==> src/rtl/plc_pkg.sv <==
// Package of constants and types for the pulse-count LED level controller.
package plc_pkg;

	// ----------------------------------------
	// Level code
	// ----------------------------------------
	localparam int unsigned PLC_LEVEL_W = 5;
	localparam logic [4:0] PLC_LEVEL_MIN = 5'h00; // Stored code 0 means level code 1.
	localparam logic [4:0] PLC_LEVEL_MAX = 5'h1F; // Stored code 31 means level code 32.
	localparam logic [4:0] PLC_LEVEL_STEP = 5'h01;
	localparam int unsigned PLC_CHANNELS = 4;
	localparam int unsigned PLC_CUR_W = 15;

	// ----------------------------------------
	// Timing
	// ----------------------------------------
	localparam int unsigned PLC_CLK_MHZ = 100;
	localparam int unsigned PLC_OFF_TIMEOUT_US = 500;
	localparam int unsigned PLC_OFF_TIMEOUT_CYC = PLC_OFF_TIMEOUT_US * PLC_CLK_MHZ;
	localparam int unsigned PLC_SOFT_START_US = 400;
	localparam int unsigned PLC_SOFT_START_CYC = PLC_SOFT_START_US * PLC_CLK_MHZ;
	localparam int unsigned PLC_TMR_W = 20;
	localparam logic [19:0] PLC_TMR_ZERO = 20'h00000;
	localparam logic [19:0] PLC_TMR_ONE = 20'h00001;

	// ----------------------------------------
	// States and carrier
	// ----------------------------------------
	typedef enum logic [1:0] {
		PLC_OFF = 2'h1,
		PLC_ON = 2'h2
	} plc_state_t;

	typedef struct packed {
		logic enabled;
		logic soft_start;
		logic [4:0] level;
	} plc_status_t;

	// Current per code in microamps, 1 dB per step.
	function automatic logic [14:0] plc_current_ua(input logic [4:0] code);
		logic [14:0] t;
		t = 15'h0000;
		case (code)
			5'h00: t = 15'd549; 5'h01: t = 15'd627; 5'h02: t = 15'd706; 5'h03: t = 15'd784;
			5'h04: t = 15'd863; 5'h05: t = 15'd1020; 5'h06: t = 15'd1098; 5'h07: t = 15'd1255;
			5'h08: t = 15'd1412; 5'h09: t = 15'd1569; 5'h0A: t = 15'd1804; 5'h0B: t = 15'd1961;
			5'h0C: t = 15'd2275; 5'h0D: t = 15'd2510; 5'h0E: t = 15'd2824; 5'h0F: t = 15'd3137;
			5'h10: t = 15'd3529; 5'h11: t = 15'd4000; 5'h12: t = 15'd4471; 5'h13: t = 15'd5020;
			5'h14: t = 15'd5647; 5'h15: t = 15'd6353; 5'h16: t = 15'd7059; 5'h17: t = 15'd7922;
			5'h18: t = 15'd8941; 5'h19: t = 15'd10039; 5'h1A: t = 15'd11216; 5'h1B: t = 15'd12627;
			5'h1C: t = 15'd14118; 5'h1D: t = 15'd15843; 5'h1E: t = 15'd17804;
			default: t = 15'd20000;
		endcase
		return t;
	endfunction

endpackage

==> src/rtl/plc_level_ctrl.sv <==
// Pulse-count brightness controller for a four-channel LED current driver.
//
// Behaviour
// - Rising edges on the control pin are counted into one of 32 levels 1 dB apart.
// - Code 32 selects full scale and code 1 selects full scale less 31 dB, rising monotonically.
// - The counter is modulo 32, so the edge after code 32 returns to code 1.
// - Each rising edge raises the level one step, and 31 edges lower it one step.
// - Edges up to 1 MHz are counted and each code passed in a burst reaches the output while the pin is high.
// - From shutdown the first rising edge enables the device at the lowest code.
// - The programmed level is held for as long as the pin stays high.
// - The outputs turn off and the device shuts down after the pin stays low for 500 us.
// - Edges keep being counted during soft start so one burst sets the final level.
// - Each code maps to a tabulated current from 0.549 mA to 20.000 mA.
// - The same level drives all four outputs, each at most 20 mA.
module plc_level_ctrl #(
	parameter int unsigned OFF_TIMEOUT_CYC = plc_pkg::PLC_OFF_TIMEOUT_CYC,
	parameter int unsigned SOFT_START_CYC = plc_pkg::PLC_SOFT_START_CYC
) (
	// Clock and reset
	input wire logic clk,
	input wire logic reset,
	// Control pin, synchronous to clk
	input wire logic ctrl_pin,
	// Current source drive
	output logic [plc_pkg::PLC_LEVEL_W-1:0] level_code,
	output logic [plc_pkg::PLC_CUR_W-1:0] led_current,
	output logic [plc_pkg::PLC_CHANNELS-1:0] led_current_outputs,
	// Status
	output plc_pkg::plc_status_t status
);
	import plc_pkg::*;

	// ----------------------------------------
	// State
	// ----------------------------------------
	plc_state_t state, next_state;
	logic pin_d, next_pin_d;
	logic [4:0] count, next_count;
	logic [19:0] off_tmr, next_off_tmr;
	logic [19:0] ss_tmr, next_ss_tmr;
	logic [4:0] next_level_code;
	logic [14:0] next_led_current;
	logic [3:0] next_outputs;
	plc_status_t next_status;
	logic rise;
	logic fall;

	assign rise = ctrl_pin && !pin_d;
	assign fall = !ctrl_pin && pin_d;

	// Edge counting, off timer and output staging; outputs follow the
	// count only while the pin is high, so each code passed inside a burst of
	// short low pulses reaches the drive lines at its rising edge.
	always_comb begin
		next_state = state;
		next_pin_d = ctrl_pin;
		next_count = count;
		next_off_tmr = off_tmr;
		next_ss_tmr = ss_tmr;
		case (state)
			PLC_OFF: begin
				next_off_tmr = PLC_TMR_ZERO;
				if (rise) begin
					next_state = PLC_ON;
					next_count = PLC_LEVEL_MIN;
					next_ss_tmr = SOFT_START_CYC[19:0];
				end
			end
			PLC_ON: begin
				if (ss_tmr != PLC_TMR_ZERO) begin
					next_ss_tmr = ss_tmr - PLC_TMR_ONE;
				end
				// Rising edges are counted during soft start too.
				if (rise) begin
					next_count = count + PLC_LEVEL_STEP;
				end
				if (ctrl_pin) begin
					next_off_tmr = PLC_TMR_ZERO;
				end else if (fall) begin
					next_off_tmr = PLC_TMR_ONE;
				end else if (off_tmr >= OFF_TIMEOUT_CYC[19:0] - PLC_TMR_ONE) begin
					next_state = PLC_OFF;
					next_count = PLC_LEVEL_MIN;
					next_off_tmr = PLC_TMR_ZERO;
					next_ss_tmr = PLC_TMR_ZERO;
				end else begin
					next_off_tmr = off_tmr + PLC_TMR_ONE;
				end
			end
			default: begin
				next_state = PLC_OFF;
				next_count = PLC_LEVEL_MIN;
				next_off_tmr = PLC_TMR_ZERO;
				next_ss_tmr = PLC_TMR_ZERO;
			end
		endcase
		next_level_code = level_code;
		next_led_current = led_current;
		next_outputs = led_current_outputs;
		if (next_state != PLC_ON) begin
			next_level_code = PLC_LEVEL_MIN;
			next_led_current = '0;
			next_outputs = '0;
		end else if (ctrl_pin) begin
			next_level_code = next_count;
			next_led_current = plc_current_ua(next_count);
			next_outputs = '1;
		end
		next_status.enabled = (next_state == PLC_ON);
		next_status.soft_start = (next_ss_tmr != PLC_TMR_ZERO);
		next_status.level = next_level_code;
	end

	// Registers only.
	always_ff @(posedge clk) begin
		if (reset) begin
			state <= PLC_OFF;
			pin_d <= 1'b0;
			count <= PLC_LEVEL_MIN;
			off_tmr <= PLC_TMR_ZERO;
			ss_tmr <= PLC_TMR_ZERO;
			level_code <= PLC_LEVEL_MIN;
			led_current <= '0;
			led_current_outputs <= '0;
			status <= '0;
		end else begin
			state <= next_state;
			pin_d <= next_pin_d;
			count <= next_count;
			off_tmr <= next_off_tmr;
			ss_tmr <= next_ss_tmr;
			level_code <= next_level_code;
			led_current <= next_led_current;
			led_current_outputs <= next_outputs;
			status <= next_status;
		end
	end
endmodule

==> config.mk <==
export PLATFORM = sky130hd
export DESIGN_NAME = plc_level_ctrl
export DESIGN_NICKNAME = d
export VERILOG_FILES = /design/src/rtl/plc_pkg.sv /design/src/rtl/plc_level_ctrl.sv
export SDC_FILE = /design/constraint.sdc
export NUM_CORES = 1
export LEC_CHECK = 0
export ABC_CLOCK_PERIOD_IN_PS = 4300
export BUFFER_PORTS_ARGS = -buffer_cell sky130_fd_sc_hd__buf_2
export CORE_AREA = 2 2 114 116
export CTS_BUF_LIST = sky130_fd_sc_hd__clkbuf_8
export CTS_CLUSTER_DIAMETER = 30
export DETAILED_ROUTE_END_ITERATION = 10
export DIE_AREA = 0 0 116 118
export GPL_TIMING_DRIVEN = 0
export HOLD_SLACK_MARGIN = 0.08
export PLACE_DENSITY = 0.58
export SLEW_MARGIN = 20
export SYNTH_ARGS = -nofsm -noshare
export SYNTH_HDL_FRONTEND = slang
export SYNTH_SLANG_ARGS = --single-unit
==> constraint.sdc <==
create_clock -name clk -period 4.3 [get_ports clk]
set_input_delay 0.43 -clock clk [delete_from_list [all_inputs] [get_ports clk]]
set_output_delay 0.43 -clock clk [all_outputs]
set_load 0.02 [all_outputs]
==> impl_metrics.env, run 1 <==
export IMPL_status="finished clean"
export IMPL_nets=603
export IMPL_peakVddDrop_uv=149.5
export IMPL_synth_area_sq_um=4243
export IMPL_drt_iter0_drc=310
export IMPL_relSlewSlack_pct=40.15
export IMPL_grt_pass1_vias=4001
export IMPL_rsz0062_at_grt="false"
export IMPL_ys_flop_type="dfxtp_1"
export IMPL_maxSlewViolCount=0
export IMPL_yosysTopAreaCell="dfxtp_1"
export IMPL_cts_buffers=9
export IMPL_ys_warn_count=0
export IMPL_grt_total_usage_pct=18.72
export IMPL_clk_transition_reported_paths_ns=0.09
export IMPL_internal_power_uw=1240
export IMPL_postRouteWirelength_mm=12.38
export IMPL_die_h_microns=118
export IMPL_p_leak_uw=0.001861
export IMPL_rows=41
export IMPL_place_congestion=0.9343
export IMPL_grt_max_degree=12
export IMPL_swShare_pct=41.03
export IMPL_ys_seq_area_share_pct=33.50
export IMPL_p_switching_uw=862.6
export IMPL_max_freq_ghz=0.2524
export IMPL_num_fill_cells=1363
export IMPL_antenna_left=0
export IMPL_drc=0
export IMPL_die_width_microns=116
export IMPL_clkSinkCount=71
export IMPL_yosysTopAreaCellShare_pct=33.50
export IMPL_worst_slew_pin_transition_ns=0.8896
export IMPL_clkPwrFrac_pct=24.5
export IMPL_place_hpwl_mm=8.890
export IMPL_synth_area_per_cell_sq_um=7.828
export IMPL_synth_edf_count=0
export IMPL_start_util_pct=34.18
export IMPL_cts_setup_buffers=0
export IMPL_cts_root_buffer="clkbuf_8"
export IMPL_hold_viol=0
export IMPL_syn_inst=542
export IMPL_design_core_area_sq_um=12410
export IMPL_fin_crit_sh_pct=92.14
export IMPL_synth_seq_cells=71
export IMPL_io_buffers=32
export IMPL_crit_type="flip-flop to flip-flop"
export IMPL_timing_critical_path_required_ns=4.53
export IMPL_crit_path_start_kind="flip-flop"
export IMPL_io_pins=34
export IMPL_synth_area_leaders="dfxtp_1 (34%), nor2_1 (6.5%), a21oi_1 (4.4%)"
export IMPL_design_area_sq_um=4807
export IMPL_diodes=0
export IMPL_power_frac_comb_pct=40.1
export IMPL_async_flop_share_pct=0
export IMPL_grt_pass1_wl_mm=20.33
export IMPL_power_density_nw_per_um2=437.3
export IMPL_synth_cell_types=71
export IMPL_clk_latency_ns=0.36
export IMPL_antenna_found_initial=0
export IMPL_firstDrtPassIters=5
export IMPL_hold_class="primary input to flip-flop"
export IMPL_num_vias=4242
export IMPL_clk_path_buf_depth=2
export IMPL_vias_per_cell=5.552
export IMPL_drt_wirelength_per_cell_microns=16.20
export IMPL_arrival_ns=4.19
export IMPL_cp_max_fo=10
export IMPL_setup_viol=0
export IMPL_fin_crit_ns=3.962
export IMPL_placed_cell_area_sq_um=4629
export IMPL_cts_resized=0
export IMPL_grt_overflow=0
export IMPL_fin_skew_ns=0.01646
export IMPL_ctsHoldBuffers=0
export IMPL_multiInputGateArea_sq_um=2576
export IMPL_final_layout_size_suffix_gt1_share_pct=14.70
export IMPL_endpoint_kind="flip-flop"
export IMPL_setup_tns_final_ns=0
export IMPL_area_growth_pct=13.30
export IMPL_seq_power_share_pct=35.4
export IMPL_tritoncts="done"
export IMPL_ctsHtreeMaxLevel=3
export IMPL_die_area_sq_um=13690
export IMPL_maxCapViolCount=0
export IMPL_regArea_sq_um=1421
[placed cells by master, fill, tap and decap left out, types with 4 or more instances in the layout]
cell       Yosys  layout
and3_1        14      14
nand2b_1       9       9
ha_1          12      12
a211oi_1       5       5
nor4_1        10      10
a21oi_1       37      37
o2111ai_1      4       4
nor2b_1        6       6
o21a_1         8       8
xor2_1         9       9
buf_4          8       8
nor2_1        74      74
clkinv_2       0       4
mux2i_1        6       6
clkbuf_1      19      19
or2_2          4       4
xnor2_1        9       9
a31oi_1       13      13
dfxtp_1       71      71
nand3_1       22      22
inv_1         14      15
nand2_1       37      37
conb_1         1       4
nand4_1        9       9
nor3_1        20      20
buf_2         13      45
clkbuf_8       0       9
o211ai_1       5       5
o21ai_0       27      27
or4_1          7       7
a21boi_0       4       4
[registers in the layout (all words and copies together) (netlist names)]
name	count
led_current	15
off_tmr	20
state	2
pin_d	1
led_current_outputs	1
count	5
ss_tmr	20
status	7
[power by group through the flow]
stage          logic [uW]  clock network [uW]  registers, uW
2_1_floorplan         595                   0            772
3_3_place_gp          824                   0            756
3_5_place_dp          830                   0            757
4_1_cts               835                 532            743
5_1_grt               931                 558            751
6_report              844                 515            743
[stage by stage]
step	util (%)	hold WS (ns)	setup WS (ns)	power, uW	std cells
finish	38.72	0.2704	0.3379	2102	764
global route	38.72	0.2663	0.04526	2240	764
CTS	38.72	0.2648	0.3643	2109	764
detailed placement	37.29	0.4615	0.3879	1587	749
floorplan	-	0.4371	1.148	1368	545
global placement	37.29	0.4519	0.3855	1580	749
[logic make-up after synthesis]
group	after synthesis	synth area share, %
flops	71	33.50
xor+xnor	18	3.716
mux	6	1.416
other cells	1	0.08838
fa+ha+maj	12	3.539
compound gates	147	24.06
buf+inv	56	6.045
simple gates	231	27.63
[cell type report]
type                            count  share of cell area [%]
Inverter                           15                   1.171
Clock inverter                      6                   1.119
Timing Repair Buffer               32                   3.332
Tap cell                          172                   4.477
Buffer                             41                   4.164
Multi-Input combinational cell    418                   53.59
Clock buffer                        9                   2.577
Sequential cell                    71                   29.57
[critical path: stages, from the launching register on]
cell       delay [ns]
dfxtp_1          0.36
ha_1             0.21
nand3_1          0.13
a2111oi_4        0.51
nor2_1           0.12
o31ai_1          0.39
buf_2            0.31
buf_2            0.30
nor2_1           0.17
ha_1             0.41
inv_1            0.09
nand2_1          0.20
a21oi_1          0.11
o311ai_0         0.37
a311oi_1         0.15
[path summary, 6_finish.rpt]
| path | from | to | slack, ns | cells past startpoint |
|---|---|---|---|---|
| worst max register to register | off_tmr[0] | led_current[8] | 0.34 | 14 |
| worst min-delay path | reset | pin_d | 0.27 | 2 |
| worst max-delay path | off_tmr[0] | led_current[8] | 0.34 | 14 |
| worst min register to register | led_current[13] | led_current[13] | 0.47 | 2 |
[cell usage after synthesis (4+ instances only)]
cell type   n
nand4_1     9
buf_4       8
o211ai_1    5
o21a_1      8
nor2_1     74
nor2b_1     6
mux2i_1     6
xor2_1      9
nor3_1     20
clkbuf_1   19
nor4_1     10
xnor2_1     9
a21oi_1    37
o2111ai_1   4
nand3_1    22
inv_1      14
o21ai_0    27
nand2b_1    9
nand2_1    37
ha_1       12
or4_1       7
a31oi_1    13
a21boi_0    4
or2_2       4
a211oi_1    5
dfxtp_1    71
buf_2      13
and3_1     14
[layer usage]
layer / up-vias / track usage (%) / part of all wire [%]
li1: 2069 / - / -
met1: 1999 / 24.90 / 44
met2: 157 / 30.15 / 48
met3: 17 / 3.399 / 6.7
met4: 0 / 6.622 / 1.5
met5: - / 0 / 0
Power figures use the tool's default switching activity.
==> inputs of run 2 (changes only) <==
Settings changed: CORE_AREA 2 2 114 116 to 2 2 90 92, CTS_CLUSTER_SIZE set to 28, DIE_AREA 0 0 116 118 to 0 0 92 94, PLACE_DENSITY 0.58 to 0.83, SLEW_MARGIN 20 to unset.
==> run 2 against run 1 <==
Against the previous run:
- critical path depth is the same
- register-to-register slack better by 0.11 ns
- flip-flop and latch count stayed put
- hold slack better by 0.014 ns
- largest cell class unchanged
- highest routed layer unchanged
==> impl_metrics.env, run 2 (synthesis results as in run 1) <==
export IMPL_peakVddDrop_uv=189.2
export IMPL_drt_iter0_drc=363
export IMPL_slowest_stage="a2111oi_4"
export IMPL_relSlewSlack_pct=40.72
export IMPL_antenna_left=0
export IMPL_r2r_slack_ns=0.44
export IMPL_die_width_microns=92
export IMPL_whs_ns=0.2841
export IMPL_grt_pass1_vias=4001
export IMPL_final_cells=694
export IMPL_grt_pass1_wl_mm=19.20
export IMPL_cp_max_fo=10
export IMPL_final_layout_size_suffix_gt1_share_pct=14.86
export IMPL_slowest_delay_ns=0.52
export IMPL_tritoncts="done"
export IMPL_timing_critical_path_required_ns=4.56
export IMPL_setup_tns_final_ns=0
export IMPL_clkSinkCount=71
export IMPL_io_pins=34
export IMPL_max_freq_ghz=0.2593
export IMPL_r2r_cells=14
export IMPL_grt_total_usage_pct=27.59
export IMPL_rsz0062_at_grt="false"
export IMPL_r2r_end="led_current[8]"
export IMPL_post_place_ws_ns=0.5301
export IMPL_vias_per_cell=6.316
export IMPL_status="finished clean"
export IMPL_critPathCapture="led_current[8]"
export IMPL_nets=603
export IMPL_rr_startpoint="off_tmr[0]"
export IMPL_drc=0
export IMPL_clk_latency_ns=0.35
export IMPL_hold_class="primary input to flip-flop"
export IMPL_crit_chain="ha_1, nand3_1, a2111oi_4, nor2_1, o31ai_1, buf_2, buf_2, nor2_1, ha_1, inv_1, nand2_1, a41oi_1, o311ai_0, a311oi_1"
export IMPL_place_hpwl_mm=8.500
export IMPL_placed_cell_area_sq_um=4542
export IMPL_grt_max_degree=13
export IMPL_rows=32
export IMPL_start_util_pct=55.77
export IMPL_fin_skew_ns=0.01061
export IMPL_endpoint_kind="flip-flop"
export IMPL_arrival_ns=4.11
export IMPL_design_core_area_sq_um=7607
export IMPL_num_vias=4383
export IMPL_io_buffers=32
export IMPL_postRouteWirelength_mm=11.83
export IMPL_ctsHtreeMaxLevel=3
export IMPL_fin_crit_sh_pct=89.67
export IMPL_power_density_nw_per_um2=438.3
export IMPL_crit_type="flip-flop to flip-flop"
export IMPL_cts_buffers=9
export IMPL_clk_path_buf_depth=2
export IMPL_worst_slew_pin_transition_ns=0.8811
export IMPL_top_regs="off_tmr (20), ss_tmr (20), led_current (15)"
export IMPL_layout_common_cells="nor2_1 (74), dfxtp_1 (71), buf_2 (45)"
export IMPL_cts_root_buffer="clkbuf_8"
export IMPL_layout_commonest_cell="nor2_1"
export IMPL_setup_viol=0
export IMPL_maxSlewViolCount=0
export IMPL_crit_path_start_kind="flip-flop"
export IMPL_die_area_sq_um=8648
export IMPL_hold_viol=0
export IMPL_clk_transition_reported_paths_ns=0.08
export IMPL_cts_setup_buffers=0
export IMPL_drt_wirelength_per_cell_microns=17.04
export IMPL_die_h_microns=94
export IMPL_p_leak_uw=0.001842
export IMPL_ctsHoldBuffers=0
export IMPL_area_growth_pct=10.88
export IMPL_fin_crit_ns=3.856
export IMPL_antenna_found_initial=0
export IMPL_firstDrtPassIters=5
export IMPL_crit_start="off_tmr[0]"
export IMPL_place_congestion=0.9846
export IMPL_cts_resized=0
export IMPL_diodes=0
export IMPL_maxCapViolCount=0
export IMPL_grt_overflow=0
export IMPL_fin_ws_ns=0.4440
export IMPL_design_area_sq_um=4705
export IMPL_dp_cells=679
-- run 2: layout make-up --
type | instances | area [sq um]
fillers | 698 | 2903
multi-input cells | 418 | 2576
flip-flops and latches | 71 | 1421
plain buffers | 41 | 200.2
repair buffers | 32 | 160.2
well taps | 102 | 127.6
clock buffers | 9 | 123.9
inverters | 15 | 56.30
clock inverters | 6 | 38.79
-- run 2: stage by stage --
step,power (uW),util (%)
2_1_floorplan,1368,-
3_3_place_gp,1555,59.70
3_5_place_dp,1578,59.70
4_1_cts,2041,61.84
5_1_grt,2162,61.84
6_report,2062,61.84
-- run 2: how the worst min path moves through the flow --
| stage | from | endpoint | slack, ns | cells after the start |
|---|---|---|---|---|
| after CTS | reset | pin_d | 0.28 | 2 |
| after floorplan | off_tmr[15] | off_tmr[15] | 0.44 | 2 |
| after global placement | off_tmr[15] | off_tmr[15] | 0.45 | 2 |
| after detailed placement | led_current[10] | led_current[10] | 0.46 | 2 |
| final | reset | pin_d | 0.28 | 2 |
| after global routing | reset | off_tmr[0] | 0.29 | 2 |
-- run 2: routing by layer --
metal | GRT usage (%) | vias to the layer above | wire [microns] | share of wire [%]
met4 | 14.18 | 0 | 431 | 3.6
met3 | 5.056 | 35 | 925 | 7.8
met2 | 44.00 | 229 | 5390 | 46
li1 | - | 2068 | - | -
met5 | 0 | - | 0 | 0
met1 | 35.78 | 2051 | 5082 | 43
-- run 2: critical path: cells and delay by family, from the launching register on --
family	cells	cell delay [ns]
flip-flops	1	0.38
buffers and inverters	3	0.66
adder cells (fa/ha/maj)	2	0.59
AO/OA/AOI/OAI	5	1.56
AND/OR/NAND/NOR	4	0.55
-- run 2: power breakdown --
group	switching, uW	internal, uW
registers	41.4	704
logic	571	276
clock network	265	204
total	878	1180
